--- config.mk ---
export PLATFORM = sky130hd
export DESIGN_NAME = dtr_device_flat
export DESIGN_NICKNAME = d
export VERILOG_FILES = /design/src/pkg/dtr_pkg.sv /design/src/pkg/dtr_if.sv /design/src/rtl/dtr_device.sv /design/src/flat_wrapper.sv
export SDC_FILE = /design/constraint.sdc
export NUM_CORES = 1
export LEC_CHECK = 0
export BUFFER_PORTS_ARGS = -buffer_cell sky130_fd_sc_hd__buf_2
export CAP_MARGIN = 20
export CORE_UTILIZATION = 30
export DETAILED_ROUTE_END_ITERATION = 10
export GPL_ROUTABILITY_DRIVEN = 1
export PLACE_DENSITY = 0.47
export SKIP_CTS_REPAIR_TIMING = 1
export SLEW_MARGIN = 20
export SYNTH_ARGS = -nofsm -noshare
export SYNTH_HDL_FRONTEND = slang
export SYNTH_SLANG_ARGS = --single-unit
--- constraint.sdc ---
create_clock -name ref_clk -period 9.86 [get_ports ref_clk]
set_clock_uncertainty 0.2 [all_clocks]
set_input_delay 1.972 -clock ref_clk [delete_from_list [all_inputs] [get_ports ref_clk]]
set_output_delay 1.972 -clock ref_clk [all_outputs]
set_load 0.03 [all_outputs]
--- src/pkg/dtr_pkg.sv ---
// Constants shared by the trace register block and its bus-side controller
package dtr_pkg;
   // Register indexes on the device port
   localparam logic [3:0] IDX_FORCED_RESET_REQUEST = 4'h0;
   localparam logic [3:0] IDX_COMPARATOR_A_HIGH_BYTE = 4'h1;
   localparam logic [3:0] IDX_COMPARATOR_A_LOW_BYTE = 4'h2;
   localparam logic [3:0] IDX_COMPARATOR_B_HIGH_BYTE = 4'h3;
   localparam logic [3:0] IDX_COMPARATOR_B_LOW_BYTE = 4'h4;
   localparam logic [3:0] IDX_TRACE_FIFO_HIGH_BYTE = 4'h5;
   localparam logic [3:0] IDX_TRACE_FIFO_LOW_BYTE = 4'h6;
   localparam logic [3:0] IDX_TRACE_CONTROL = 4'h7;
   // Control and reset register fields
   localparam int TRACE_UNIT_ENABLE_BIT = 7;
   localparam int CAPTURE_RUN_BIT = 6;
   localparam int BREAK_TAG_SELECT_BIT = 5;
   localparam int BREAK_REQUEST_ENABLE_BIT = 4;
   localparam int COMPARATOR_A_DIRECTION_BIT = 3;
   localparam int COMPARATOR_A_DIRECTION_ENABLE_BIT = 2;
   localparam int COMPARATOR_B_DIRECTION_BIT = 1;
   localparam int COMPARATOR_B_DIRECTION_ENABLE_BIT = 0;
   localparam int FORCE_RESET_BIT = 0;
   // Reset values
   localparam logic [7:0] COMPARATOR_RESET = 8'h00;
   localparam logic [7:0] TRACE_CONTROL_RESET = 8'h00;
   localparam logic [7:0] FORCED_RESET_READ = 8'h00;
   // FIFO shape
   localparam int FIFO_DEPTH = 8;
   localparam int FIFO_WIDTH = 16;
   // Controller registers on the Avalon side (byte addresses)
   localparam logic [3:0] AV_COMMAND = 4'h0;
   localparam logic [3:0] AV_STATUS = 4'h4;
   localparam int CMD_INDEX_LSB = 8;
   localparam int CMD_WRITE_BIT = 12;
   localparam int CMD_BACKGROUND_BIT = 13;
   localparam int STATUS_BUSY_BIT = 8;
   // Controller states, Gray coded from DTR_IDLE through DTR_ISSUE to DTR_WAIT
   typedef enum logic [1:0] {
      DTR_IDLE = 2'b00,
      DTR_ISSUE = 2'b01,
      DTR_WAIT = 2'b11
   } dtr_host_state_t;
endpackage

--- src/pkg/dtr_if.sv ---
// Register port between the bus controller and the trace register block
`timescale 1ns/1ns
interface dtr_if;
   logic [3:0] reg_index;
   logic [7:0] reg_wdata;
   logic reg_write;
   logic reg_read;
   logic background_path;
   logic [7:0] reg_rdata;
   logic reg_rvalid;
   modport device (
      input reg_index,
      input reg_wdata,
      input reg_write,
      input reg_read,
      input background_path,
      output reg_rdata,
      output reg_rvalid
   );
   modport host (
      output reg_index,
      output reg_wdata,
      output reg_write,
      output reg_read,
      output background_path,
      input reg_rdata,
      input reg_rvalid
   );
endinterface

--- src/rtl/dtr_device.sv ---
// Trace register block: comparators, trace FIFO, control and forced reset
`timescale 1ns/1ns
module dtr_device #(
   parameter int DEPTH = dtr_pkg::FIFO_DEPTH,
   parameter int WIDTH = dtr_pkg::FIFO_WIDTH
) (
   // Clock and reset
   input wire logic ref_clk,
   input wire logic reset_n,
   // Register port
   dtr_if.device bus,
   // CPU taps
   input wire logic cpu_cycle,
   input wire logic [15:0] cpu_addr,
   input wire logic cpu_read,
   input wire logic cpu_fetch,
   input wire logic [7:0] cpu_data,
   // Trigger settings held outside the block
   input wire logic trig_event_only,
   input wire logic trig_begin,
   input wire logic execution_qualify_select,
   input wire logic secure,
   // Results
   output logic break_req,
   output logic break_tag,
   output logic mcu_reset_req,
   output logic capture_run_flag
);
   logic [7:0] ctl_q;
   logic [7:0] ctl_d;
   logic [7:0] cah_q;
   logic [7:0] cal_q;
   logic [7:0] cbh_q;
   logic [7:0] cbl_q;
   logic [WIDTH-1:0] fifo_q [DEPTH];
   logic [3:0] cnt_q;
   logic trig_seen_q;
   logic [15:0] last_fetch_q;
   logic [7:0] rdata_q;
   logic rvalid_q;
   logic break_q;
   logic reset_q;
   logic enable;
   logic arm;
   logic ctl_wr;
   logic cmp_wr;
   logic fl_rd;
   logic a_m;
   logic b_m;
   logic trig;
   logic begin_eff;
   logic store;
   logic [WIDTH-1:0] store_word;
   logic full_reach;
   logic run_done;
   logic arm_start;

   // Address and direction match of one comparator
   function automatic logic cmp_match(input logic [15:0] addr, input logic [15:0] val,
                                      input logic rd, input logic dir_en, input logic dir);
      cmp_match = (addr == val) && (!dir_en || (rd == dir));
   endfunction

   // Enable bit as it would be written, refused while secure
   function automatic logic enable_next(input logic [7:0] w);
      enable_next = w[dtr_pkg::TRACE_UNIT_ENABLE_BIT] && !secure;
   endfunction

   assign enable = ctl_q[dtr_pkg::TRACE_UNIT_ENABLE_BIT];
   assign arm = ctl_q[dtr_pkg::CAPTURE_RUN_BIT] & enable;
   assign ctl_wr = bus.reg_write && bus.reg_index == dtr_pkg::IDX_TRACE_CONTROL;
   assign cmp_wr = bus.reg_write && !arm;
   assign fl_rd = bus.reg_read && bus.reg_index == dtr_pkg::IDX_TRACE_FIFO_LOW_BYTE;

   // Comparator matches on live bus cycles of an armed run
   assign a_m = arm && cpu_cycle && cmp_match(cpu_addr, {cah_q, cal_q}, cpu_read,
      ctl_q[dtr_pkg::COMPARATOR_A_DIRECTION_ENABLE_BIT],
      ctl_q[dtr_pkg::COMPARATOR_A_DIRECTION_BIT]);
   assign b_m = arm && cpu_cycle && cmp_match(cpu_addr, {cbh_q, cbl_q}, cpu_read,
      ctl_q[dtr_pkg::COMPARATOR_B_DIRECTION_ENABLE_BIT],
      ctl_q[dtr_pkg::COMPARATOR_B_DIRECTION_BIT]);
   assign trig = !trig_event_only && (a_m || b_m)
      && (!execution_qualify_select || cpu_fetch);
   assign begin_eff = trig_begin || trig_event_only;

   // What enters the FIFO during a run
   always_comb
   begin
      store = 1'b0;
      store_word = {cpu_addr[15:8], cpu_addr[7:0]};
      if (trig_event_only)
      begin
         store = b_m;
         store_word = {8'h00, cpu_data};
      end
      else if (begin_eff)
      begin
         store = arm && cpu_cycle && cpu_fetch && (trig_seen_q || trig);
      end
      else
      begin
         store = arm && cpu_cycle && cpu_fetch;
      end
   end

   assign full_reach = arm && begin_eff && store && cnt_q == 4'(DEPTH - 1);
   assign run_done = arm && ((!begin_eff && trig) || full_reach);
   assign arm_start = ctl_wr && !arm && enable_next(bus.reg_wdata)
      && bus.reg_wdata[dtr_pkg::CAPTURE_RUN_BIT];

   // Control register next value
   always_comb
   begin
      ctl_d = ctl_q;
      if (ctl_wr)
      begin
         ctl_d = bus.reg_wdata;
         ctl_d[dtr_pkg::TRACE_UNIT_ENABLE_BIT] = enable_next(bus.reg_wdata);
         ctl_d[dtr_pkg::CAPTURE_RUN_BIT] = bus.reg_wdata[dtr_pkg::CAPTURE_RUN_BIT]
            && enable_next(bus.reg_wdata);
      end
      else if (run_done)
      begin
         ctl_d[dtr_pkg::CAPTURE_RUN_BIT] = 1'b0;
      end
   end

   always_ff @(posedge ref_clk)
   begin
      if (!reset_n)
         ctl_q <= dtr_pkg::TRACE_CONTROL_RESET;
      else
         ctl_q <= ctl_d;
   end

   // Comparator byte registers
   always_ff @(posedge ref_clk)
   begin
      if (!reset_n)
      begin
         cah_q <= dtr_pkg::COMPARATOR_RESET;
         cal_q <= dtr_pkg::COMPARATOR_RESET;
         cbh_q <= dtr_pkg::COMPARATOR_RESET;
         cbl_q <= dtr_pkg::COMPARATOR_RESET;
      end
      else if (cmp_wr)
      begin
         case (bus.reg_index)
            dtr_pkg::IDX_COMPARATOR_A_HIGH_BYTE: cah_q <= bus.reg_wdata;
            dtr_pkg::IDX_COMPARATOR_A_LOW_BYTE: cal_q <= bus.reg_wdata;
            dtr_pkg::IDX_COMPARATOR_B_HIGH_BYTE: cbh_q <= bus.reg_wdata;
            dtr_pkg::IDX_COMPARATOR_B_LOW_BYTE: cbl_q <= bus.reg_wdata;
            default: ;
         endcase
      end
   end

   // Address of the latest opcode fetch
   always_ff @(posedge ref_clk)
   begin
      if (!reset_n)
         last_fetch_q <= 16'h0000;
      else if (cpu_cycle && cpu_fetch)
         last_fetch_q <= cpu_addr;
   end

   // Trigger seen and valid count of the run
   always_ff @(posedge ref_clk)
   begin
      if (!reset_n)
      begin
         trig_seen_q <= 1'b0;
         cnt_q <= 4'h0;
      end
      else if (arm_start)
      begin
         trig_seen_q <= 1'b0;
         cnt_q <= 4'h0;
      end
      else
      begin
         if (trig)
            trig_seen_q <= 1'b1;
         if (store && cnt_q != 4'(DEPTH))
            cnt_q <= cnt_q + 4'h1;
      end
   end

   // Shift FIFO: entry 0 is oldest and faces the ports
   always_ff @(posedge ref_clk)
   begin
      if (!reset_n)
      begin
         for (int i = 0; i < DEPTH; i++)
            fifo_q[i] <= '0;
      end
      else if (store || (fl_rd && !arm))
      begin
         for (int i = 0; i < DEPTH - 1; i++)
            fifo_q[i] <= fifo_q[i + 1];
         fifo_q[DEPTH - 1] <= store ? store_word : last_fetch_q;
      end
   end

   // Read data, one cycle after the read strobe
   always_ff @(posedge ref_clk)
   begin
      if (!reset_n)
      begin
         rdata_q <= 8'h00;
         rvalid_q <= 1'b0;
      end
      else
      begin
         rvalid_q <= bus.reg_read;
         if (bus.reg_read)
         begin
            case (bus.reg_index)
               dtr_pkg::IDX_FORCED_RESET_REQUEST: rdata_q <= dtr_pkg::FORCED_RESET_READ;
               dtr_pkg::IDX_COMPARATOR_A_HIGH_BYTE: rdata_q <= cah_q;
               dtr_pkg::IDX_COMPARATOR_A_LOW_BYTE: rdata_q <= cal_q;
               dtr_pkg::IDX_COMPARATOR_B_HIGH_BYTE: rdata_q <= cbh_q;
               dtr_pkg::IDX_COMPARATOR_B_LOW_BYTE: rdata_q <= cbl_q;
               dtr_pkg::IDX_TRACE_FIFO_HIGH_BYTE:
                  rdata_q <= trig_event_only ? 8'h00 : fifo_q[0][15:8];
               dtr_pkg::IDX_TRACE_FIFO_LOW_BYTE: rdata_q <= fifo_q[0][7:0];
               dtr_pkg::IDX_TRACE_CONTROL: rdata_q <= ctl_q;
               default: rdata_q <= 8'h00;
            endcase
         end
      end
   end

   // Break request and forced reset pulses; FIFO ports take no writes
   always_ff @(posedge ref_clk)
   begin
      if (!reset_n)
      begin
         break_q <= 1'b0;
         reset_q <= 1'b0;
      end
      else
      begin
         break_q <= ctl_q[dtr_pkg::BREAK_REQUEST_ENABLE_BIT] && run_done;
         reset_q <= bus.reg_write && bus.background_path
            && bus.reg_index == dtr_pkg::IDX_FORCED_RESET_REQUEST
            && bus.reg_wdata[dtr_pkg::FORCE_RESET_BIT];
      end
   end

   assign bus.reg_rdata = rdata_q;
   assign bus.reg_rvalid = rvalid_q;
   assign break_req = break_q;
   assign break_tag = break_q && ctl_q[dtr_pkg::BREAK_TAG_SELECT_BIT];
   assign mcu_reset_req = reset_q;
   assign capture_run_flag = arm;
endmodule

--- src/flat_wrapper.sv ---
// flat-port wrapper written by rule: the top's interface ports become plain ports
module dtr_device_flat 
#(
   parameter int DEPTH = dtr_pkg::FIFO_DEPTH,
   parameter int WIDTH = dtr_pkg::FIFO_WIDTH
)
  (ref_clk, reset_n, cpu_cycle, cpu_addr, cpu_read, cpu_fetch, cpu_data, trig_event_only, trig_begin, execution_qualify_select, secure, break_req, break_tag, mcu_reset_req, capture_run_flag, bus_reg_index, bus_reg_wdata, bus_reg_write, bus_reg_read, bus_background_path, bus_reg_rdata, bus_reg_rvalid);
  dtr_if bus_i ();
  input wire logic ref_clk;
  input wire logic reset_n;
  input wire logic cpu_cycle;
  input wire logic [15:0] cpu_addr;
  input wire logic cpu_read;
  input wire logic cpu_fetch;
  input wire logic [7:0] cpu_data;
  input wire logic trig_event_only;
  input wire logic trig_begin;
  input wire logic execution_qualify_select;
  input wire logic secure;
  output logic break_req;
  output logic break_tag;
  output logic mcu_reset_req;
  output logic capture_run_flag;
  input wire logic [$bits(bus_i.reg_index)-1:0] bus_reg_index;
  input wire logic [$bits(bus_i.reg_wdata)-1:0] bus_reg_wdata;
  input wire logic [$bits(bus_i.reg_write)-1:0] bus_reg_write;
  input wire logic [$bits(bus_i.reg_read)-1:0] bus_reg_read;
  input wire logic [$bits(bus_i.background_path)-1:0] bus_background_path;
  output wire logic [$bits(bus_i.reg_rdata)-1:0] bus_reg_rdata;
  output wire logic [$bits(bus_i.reg_rvalid)-1:0] bus_reg_rvalid;
  assign bus_i.reg_index = bus_reg_index;
  assign bus_i.reg_wdata = bus_reg_wdata;
  assign bus_i.reg_write = bus_reg_write;
  assign bus_i.reg_read = bus_reg_read;
  assign bus_i.background_path = bus_background_path;
  assign bus_reg_rdata = bus_i.reg_rdata;
  assign bus_reg_rvalid = bus_i.reg_rvalid;
  dtr_device #(.DEPTH(DEPTH), .WIDTH(WIDTH)) u_core (.ref_clk(ref_clk), .reset_n(reset_n), .bus(bus_i), .cpu_cycle(cpu_cycle), .cpu_addr(cpu_addr), .cpu_read(cpu_read), .cpu_fetch(cpu_fetch), .cpu_data(cpu_data), .trig_event_only(trig_event_only), .trig_begin(trig_begin), .execution_qualify_select(execution_qualify_select), .secure(secure), .break_req(break_req), .break_tag(break_tag), .mcu_reset_req(mcu_reset_req), .capture_run_flag(capture_run_flag));
endmodule
==> flow_summary.toml, run 1 <==
[worst_setup_path]
cp_cell_sequence = "buf_2, xor2_1, or4_1, or4b_1, o32a_2, a21boi_4, nor2_1, buf_4, nand3_4, buf_4"
critPathKind = "input pin to flip-flop"
cp.buffers_inverters = 3
worst-path-stages = 10
start_kind = "input pin"
path_max_fanout = 66
path_common_cell = "buf_4"
worstPathArrival_ns = 5.77
cp_slowest_cell = "buf_4"
worstRegToRegCells = 9
worstReg2RegStart = "u_core.cal_q[1]"
crit_family = "simple AND/OR/NAND/NOR gates"
r2r_end = "u_core.fifo_q[1][63]"
end_kind = "flip-flop"
required_ns = 9.73
reg2reg_slack_ns = 5.22
crit_path_max_incr_delay_ns = 0.77

[finish]
finalNonFillerCells = 1191
drive_gt1_share_pct = 13.8
fill_cells = 2821
insertedDiodeCount = 0
finalInstanceArea_um2 = 9930
layout.nets = 850
area_growth_pct = 15.2

[global_route]
grt_pass1_vias = 5442
antenna_found_initial = 0
grtUsageTotal_pct = 15.4
grt_max_degree = 97
met1_usage_pct = 22.3
grt_use_met3_pct = 2.85
met2_usage_pct = 22.8
grt.overflow.total = 0
grt_first_pass_wirelength_um = 33100
busiest_layer = "met2"

[power_and_ir_drop]
p_int_mw = 1.30
combinationalPowerShare_pct = 5.3
powerDensity_nw_per_um2 = 176
clkPwrFrac_pct = 41.5
total_power_mw = 1.75
total_leakage_power_nw = 3.70
p_switching_mw = 0.446
ir_worst_vdd_mv = 0.0912
p_seq_share_pct = 53.2
p_sw_share_pct = 25.6

[route]
via_per_inst = 4.84
remaining_drc_errors = 0
drt_iter0_markers = 515
wirelength_um = 21500
drtAntennaViolNets = 0
first_pass_iters = 7
routedWlPerCell_um = 18.1
route.vias.total = 5765

[logic_synthesis]
synth_seq_cells = 200
syn_avg_cell_area_um2 = 11.5
synth_cell_types = 48
syn-cell-area_um2 = 8620
synth-edff-count = 128
synth_flop_cell = "edfxtp_1"
syn-num-nets = 798
ys_seq_area_share_pct = 61.3
syn-instance-count = 748
ys_warn_count = 0
async_reset_ff_share_pct = 0

[cts]
cts_tree = "built"
path_clk_slew_ns = 0.09
cts_root_buf = "clkbuf_16"
h-tree-depth = 4
clkSinkCount = 200
cts.path.max_buffers = 2
cts-buffers-inserted = 17
insertion_delay_ns = 0.44

[worst_hold_path]
hp-start = "u_core.last_fetch_q[1]"
min_path_cells = 2
holdCritPathClass = "flip-flop to flip-flop"
whs_endpoint = "u_core.last_fetch_q[1]"

[placement]
hpwl_um = 14700
dpl.cell_count = 1159
placed_cell_area_um2 = 9300
gp_congestion = 0.846
numPortBuffers = 60

[outcome]
outcome = "complete, no violations"

[floorplan]
row_count = 61
io-pin-count = 61
start_util_pct = 30.8
core_um2 = 28000
die-area_um2 = 29400
dieWidth_um = 171
fp.dieH_um = 171

[sta]
rsz0062_at_grt = "no"
slew_headroom_pct = 34.9
worst_pin_slew_ns = 0.973
min_period_over_period_pct = 59.9
finalHoldViolCount = 0
period_minus_slack_ns = 5.91
finalSetupViolations = 0
max_freq_mhz = 169
fin_tns_setup_ns = 0
slew_viol_final = 0

[flow_run]
maxCapViolations = 0
[cell usage in the layout, fill, tap and decap left out, drive strengths merged, types with 5 or more instances in the layout]
master / netlist / final
nor2b: 9 / 9
nor4: 11 / 11
a32o: 9 / 9
nand4: 6 / 6
inv: 8 / 17
a21oi: 60 / 60
and2: 118 / 118
edfxtp: 128 / 128
nand2: 77 / 77
nor3: 11 / 11
clkinv: 1 / 7
xor2: 32 / 32
o21ai: 12 / 12
dfxtp: 72 / 72
mux2i: 33 / 33
a221oi: 5 / 5
nor2: 41 / 41
nand3: 29 / 29
o311a: 8 / 8
clkbuf: 25 / 17
buf: 12 / 70
[how the worst max path moves through the flow]
stage	slack, ns	endpoint	start
after CTS	3.92	u_core.fifo_q[1][63]	cpu_addr[3]
after global routing	3.68	u_core.fifo_q[1][63]	cpu_addr[3]
final	3.95	u_core.fifo_q[1][63]	cpu_addr[3]
after detailed placement	3.45	u_core.fifo_q[1][35]	cpu_addr[3]
after global placement	3.46	u_core.fifo_q[1][35]	cpu_addr[3]
after floorplan	2.21	u_core.fifo_q[0][0]	execution_qualify_select
[cell type report]
| class | instances | area, um^2 | share of cell area (%) |
|---|---|---|---|
| clock inverters | 15 | 204 | 2.05 |
| clock buffers | 17 | 425 | 4.28 |
| multi-input cells | 502 | 3130 | 31.6 |
| flip-flops and latches | 200 | 5290 | 53.2 |
| repair buffers | 70 | 375 | 3.78 |
| well taps | 378 | 473 | 4.76 |
| inverters | 9 | 33.8 | 0.340 |
[stage by stage]
stage,setup WS (ns),hold WS (ns),util (%)
floorplan,2.21,0.236,-
global placement,3.46,0.243,33.2
detailed placement,3.45,0.249,33.2
CTS,3.92,0.262,35.5
global route,3.68,0.281,35.5
finish,3.95,0.260,35.5
[registers in the layout (all words and copies together) (netlist names)]
name,count
u_core.fifo_q,128
u_core.last_fetch_q,16
u_core.bus.reg_rdata,8
u_core.cah_q,8
u_core.cal_q,8
u_core.cbh_q,8
u_core.cbl_q,8
u_core.ctl_q,8
u_core.cnt_q,4
u_core.break_req,1
u_core.bus.reg_rvalid,1
u_core.mcu_reset_req,1
u_core.trig_seen_q,1
[synth_stat cells, drive strengths merged (3+ instances only)]
cell type	n	area [um^2]
nor3	11	55.1
o311a	8	80.1
and2	118	738
clkbuf	25	93.8
a221oi	5	43.8
nor2	41	154
a22oi	3	22.5
dfxtp	72	1440
a21oi	60	300
nor4	11	68.8
o21ai	12	60.1
edfxtp	128	3840
a32o	9	90.1
xor2	32	280
nor2b	9	56.3
nand2b	4	25.0
inv	8	30.0
nand3	29	145
buf	12	83.8
nand4	6	37.5
mux2i	33	330
a31oi	4	40.0
nand2	77	289
[layer usage]
metal	vias up	wire, um
li1	2787	-
met1	2805	10600
met2	155	9550
met3	18	1130
met4	0	299
met5	-	0
[power groups by stage]
stage	registers (mW)	logic (mW)	clock network, mW
after floorplan	0.948	0.0538	0
after global placement	0.948	0.0936	0
after detailed placement	0.948	0.0934	0
after CTS	0.929	0.0938	0.746
after global routing	0.932	0.102	0.773
final	0.929	0.0930	0.724
[logic make-up (layout without fill, tap and decap cells)]
kind of cell | Yosys count | after routing | synth area share [%]
multiplexers | 36 | 36 | 4.36
flip-flops | 200 | 200 | 61.3
AND/OR/NAND/NOR | 312 | 312 | 18.8
buffers and inverters | 46 | 111 | 2.45
adder cells (fa/ha/maj) | 2 | 2 | 0.290
AO/OA/AOI/OAI | 118 | 118 | 9.36
XOR/XNOR | 34 | 34 | 3.46
[worst reg2reg max path, cell delays in order (launching register included)]
cell and delay (ns):
dfxtp_1 0.48, xor2_1 0.13, or4_1 0.51, or4b_1 0.47, o32a_2 0.26, a21boi_4 0.42
nor2_1 0.09, buf_4 0.19, nand3_4 0.67, buf_4 0.80
No activity file was read; power rests on OpenSTA's default activity.
==> run 2, diff against run 1 <==
Clock period 9.86 ns to 6 ns, I/O delays scaled along.
==> run 2 against run 1 <==
Effect of this change:
- sequential cell count unchanged
- wire length decreased by 0.53%
- count of clock-buffer cells in the layout increased by 1
- critical endpoint is now u_core.fifo_q[0][45]
==> flow_summary.toml, run 2 (synthesis results as in run 1) <==
[outcome]
outcome = "complete, no violations"

[finish]
final_cell_mix = "edfxtp_1 (128), and2_1 (118), nand2_1 (77)"
reg_top3 = "u_core.fifo_q: 128 flops, u_core.last_fetch_q: 16 flops"
area_growth_pct = 14.7
insertedDiodeCount = 0
fill_cells = 2821
largest_reg_flops = 128
drive_gt1_share_pct = 13.7
final_common_cell = "edfxtp_1"
max_flop_register = "u_core.fifo_q"
seqCellArea_um2 = 5290
layout.nets = 850
multi_input_area_um2 = 3140

[power_and_ir_drop]
powerDensity_nw_per_um2 = 282
total_leakage_power_nw = 3.66
ir_worst_vdd_mv = 0.167

[route]
first_pass_iters = 4
route.vias.total = 5730
drtAntennaViolNets = 0
routedWlPerCell_um = 18.0
via_per_inst = 4.82
wirelength_um = 21400
remaining_drc_errors = 0
drt_iter0_markers = 545

[floorplan]
io-pin-count = 61
dieWidth_um = 171
die-area_um2 = 29400
fp.dieH_um = 171
core_um2 = 28000
row_count = 61
start_util_pct = 30.8

[sta]
period_minus_slack_ns = 4.46
finalSetupViolations = 0
whs_ns = 0.258
worst_pin_slew_ns = 0.923
min_period_over_period_pct = 74.3
fin_tns_setup_ns = 0
finalHoldViolCount = 0
rsz0062_at_grt = "no"
max_freq_mhz = 224
slew_viol_final = 0
slew_headroom_pct = 38.3

[global_route]
grt_first_pass_wirelength_um = 32600
grt_pass1_vias = 5420
grt_max_degree = 97
grtUsageTotal_pct = 15.1
antenna_found_initial = 0
grt.overflow.total = 0

[worst_setup_path]
end_kind = "flip-flop"
critPathKind = "input pin to flip-flop"
start_kind = "input pin"
worstRegToRegCells = 8
path_max_fanout = 32
r2r_end = "u_core.fifo_q[0][45]"
worstReg2RegStart = "u_core.cal_q[1]"
reg2reg_slack_ns = 2.00
setup.worst_path.end = "u_core.fifo_q[0][45]"
worstPathArrival_ns = 4.36
required_ns = 5.90
cp-startpoint = "cpu_addr[3]"

[placement]
numPortBuffers = 60
hpwl_um = 14600
gp_congestion = 0.877

[cts]
cts-buffers-inserted = 17
cts_tree = "built"
cts_root_buf = "clkbuf_16"
cts.path.max_buffers = 2
path_clk_slew_ns = 0.07
insertion_delay_ns = 0.43
clkSinkCount = 200
h-tree-depth = 4

[flow_run]
maxCapViolations = 0

[worst_hold_path]
holdCritPathClass = "flip-flop to flip-flop"
-- run 2: cell count changes in the layout (fill, tap and decap cells not counted), moves of 2 or more --
cell	delta
clkinv_8	-6
buf_12	+2
clkinvlp_4	+4
buf_4	-2
inv_6	-2
clkinvlp_2	+2
inv_12	-3
-- run 2: worst min path at each step --
stage,from,endpoint,cells after the start
6_report,u_core.last_fetch_q[11],u_core.last_fetch_q[11],2
5_1_grt,u_core.last_fetch_q[1],u_core.last_fetch_q[1],2
4_1_cts,u_core.last_fetch_q[11],u_core.last_fetch_q[11],2
3_5_place_dp,u_core.last_fetch_q[9],u_core.last_fetch_q[9],2
3_3_place_gp,u_core.last_fetch_q[4],u_core.last_fetch_q[4],2
2_1_floorplan,u_core.last_fetch_q[0],u_core.last_fetch_q[0],2
-- run 2: per-stage QoR --
stage | worst slack (ns) | instances | util [%] | instance area (um^2) | power (mW)
floorplan | 0.750 | 748 | - | 8620 | 1.64
global placement | 1.06 | 1159 | 33.3 | 9330 | 1.71
detailed placement | 1.03 | 1159 | 33.3 | 9330 | 1.71
CTS | 1.49 | 1190 | 35.3 | 9880 | 2.82
global route | 1.28 | 1190 | 35.3 | 9890 | 2.89
finish | 1.54 | 1190 | 35.3 | 9890 | 2.78
-- run 2: layout make-up --
type,instances,share of cell area (%)
multi-input cells,502,31.8
well taps,378,4.78
clock buffers,18,4.34
inverters,9,0.342
repair buffers,70,4.05
clock inverters,13,1.24
flip-flops and latches,200,53.4
-- run 2: report_power, final --
part	leakage (nW)	total, mW	switching [mW]	internal, mW
clock network	0.252	1.10	0.526	0.576
logic	1.50	0.156	0.107	0.0493
registers	1.91	1.53	0.0170	1.51
-- run 2: layer usage --
layer | wire length [um] | global-route usage, % | up-vias
met5 | 0 | 0 | -
met4 | 255 | 4.00 | 0
met3 | 1120 | 3.18 | 16
met2 | 9550 | 22.8 | 158
met1 | 10500 | 21.8 | 2778
li1 | - | - | 2778
-- run 2: critical path: stages --
cell,delay [ns]
buf_2,0.14
xor2_1,0.19
or4_1,0.51
or4b_1,0.47
o32a_2,0.26
a21boi_4,0.41
nor2_1,0.29
nand3_4,0.46
buf_4,0.39
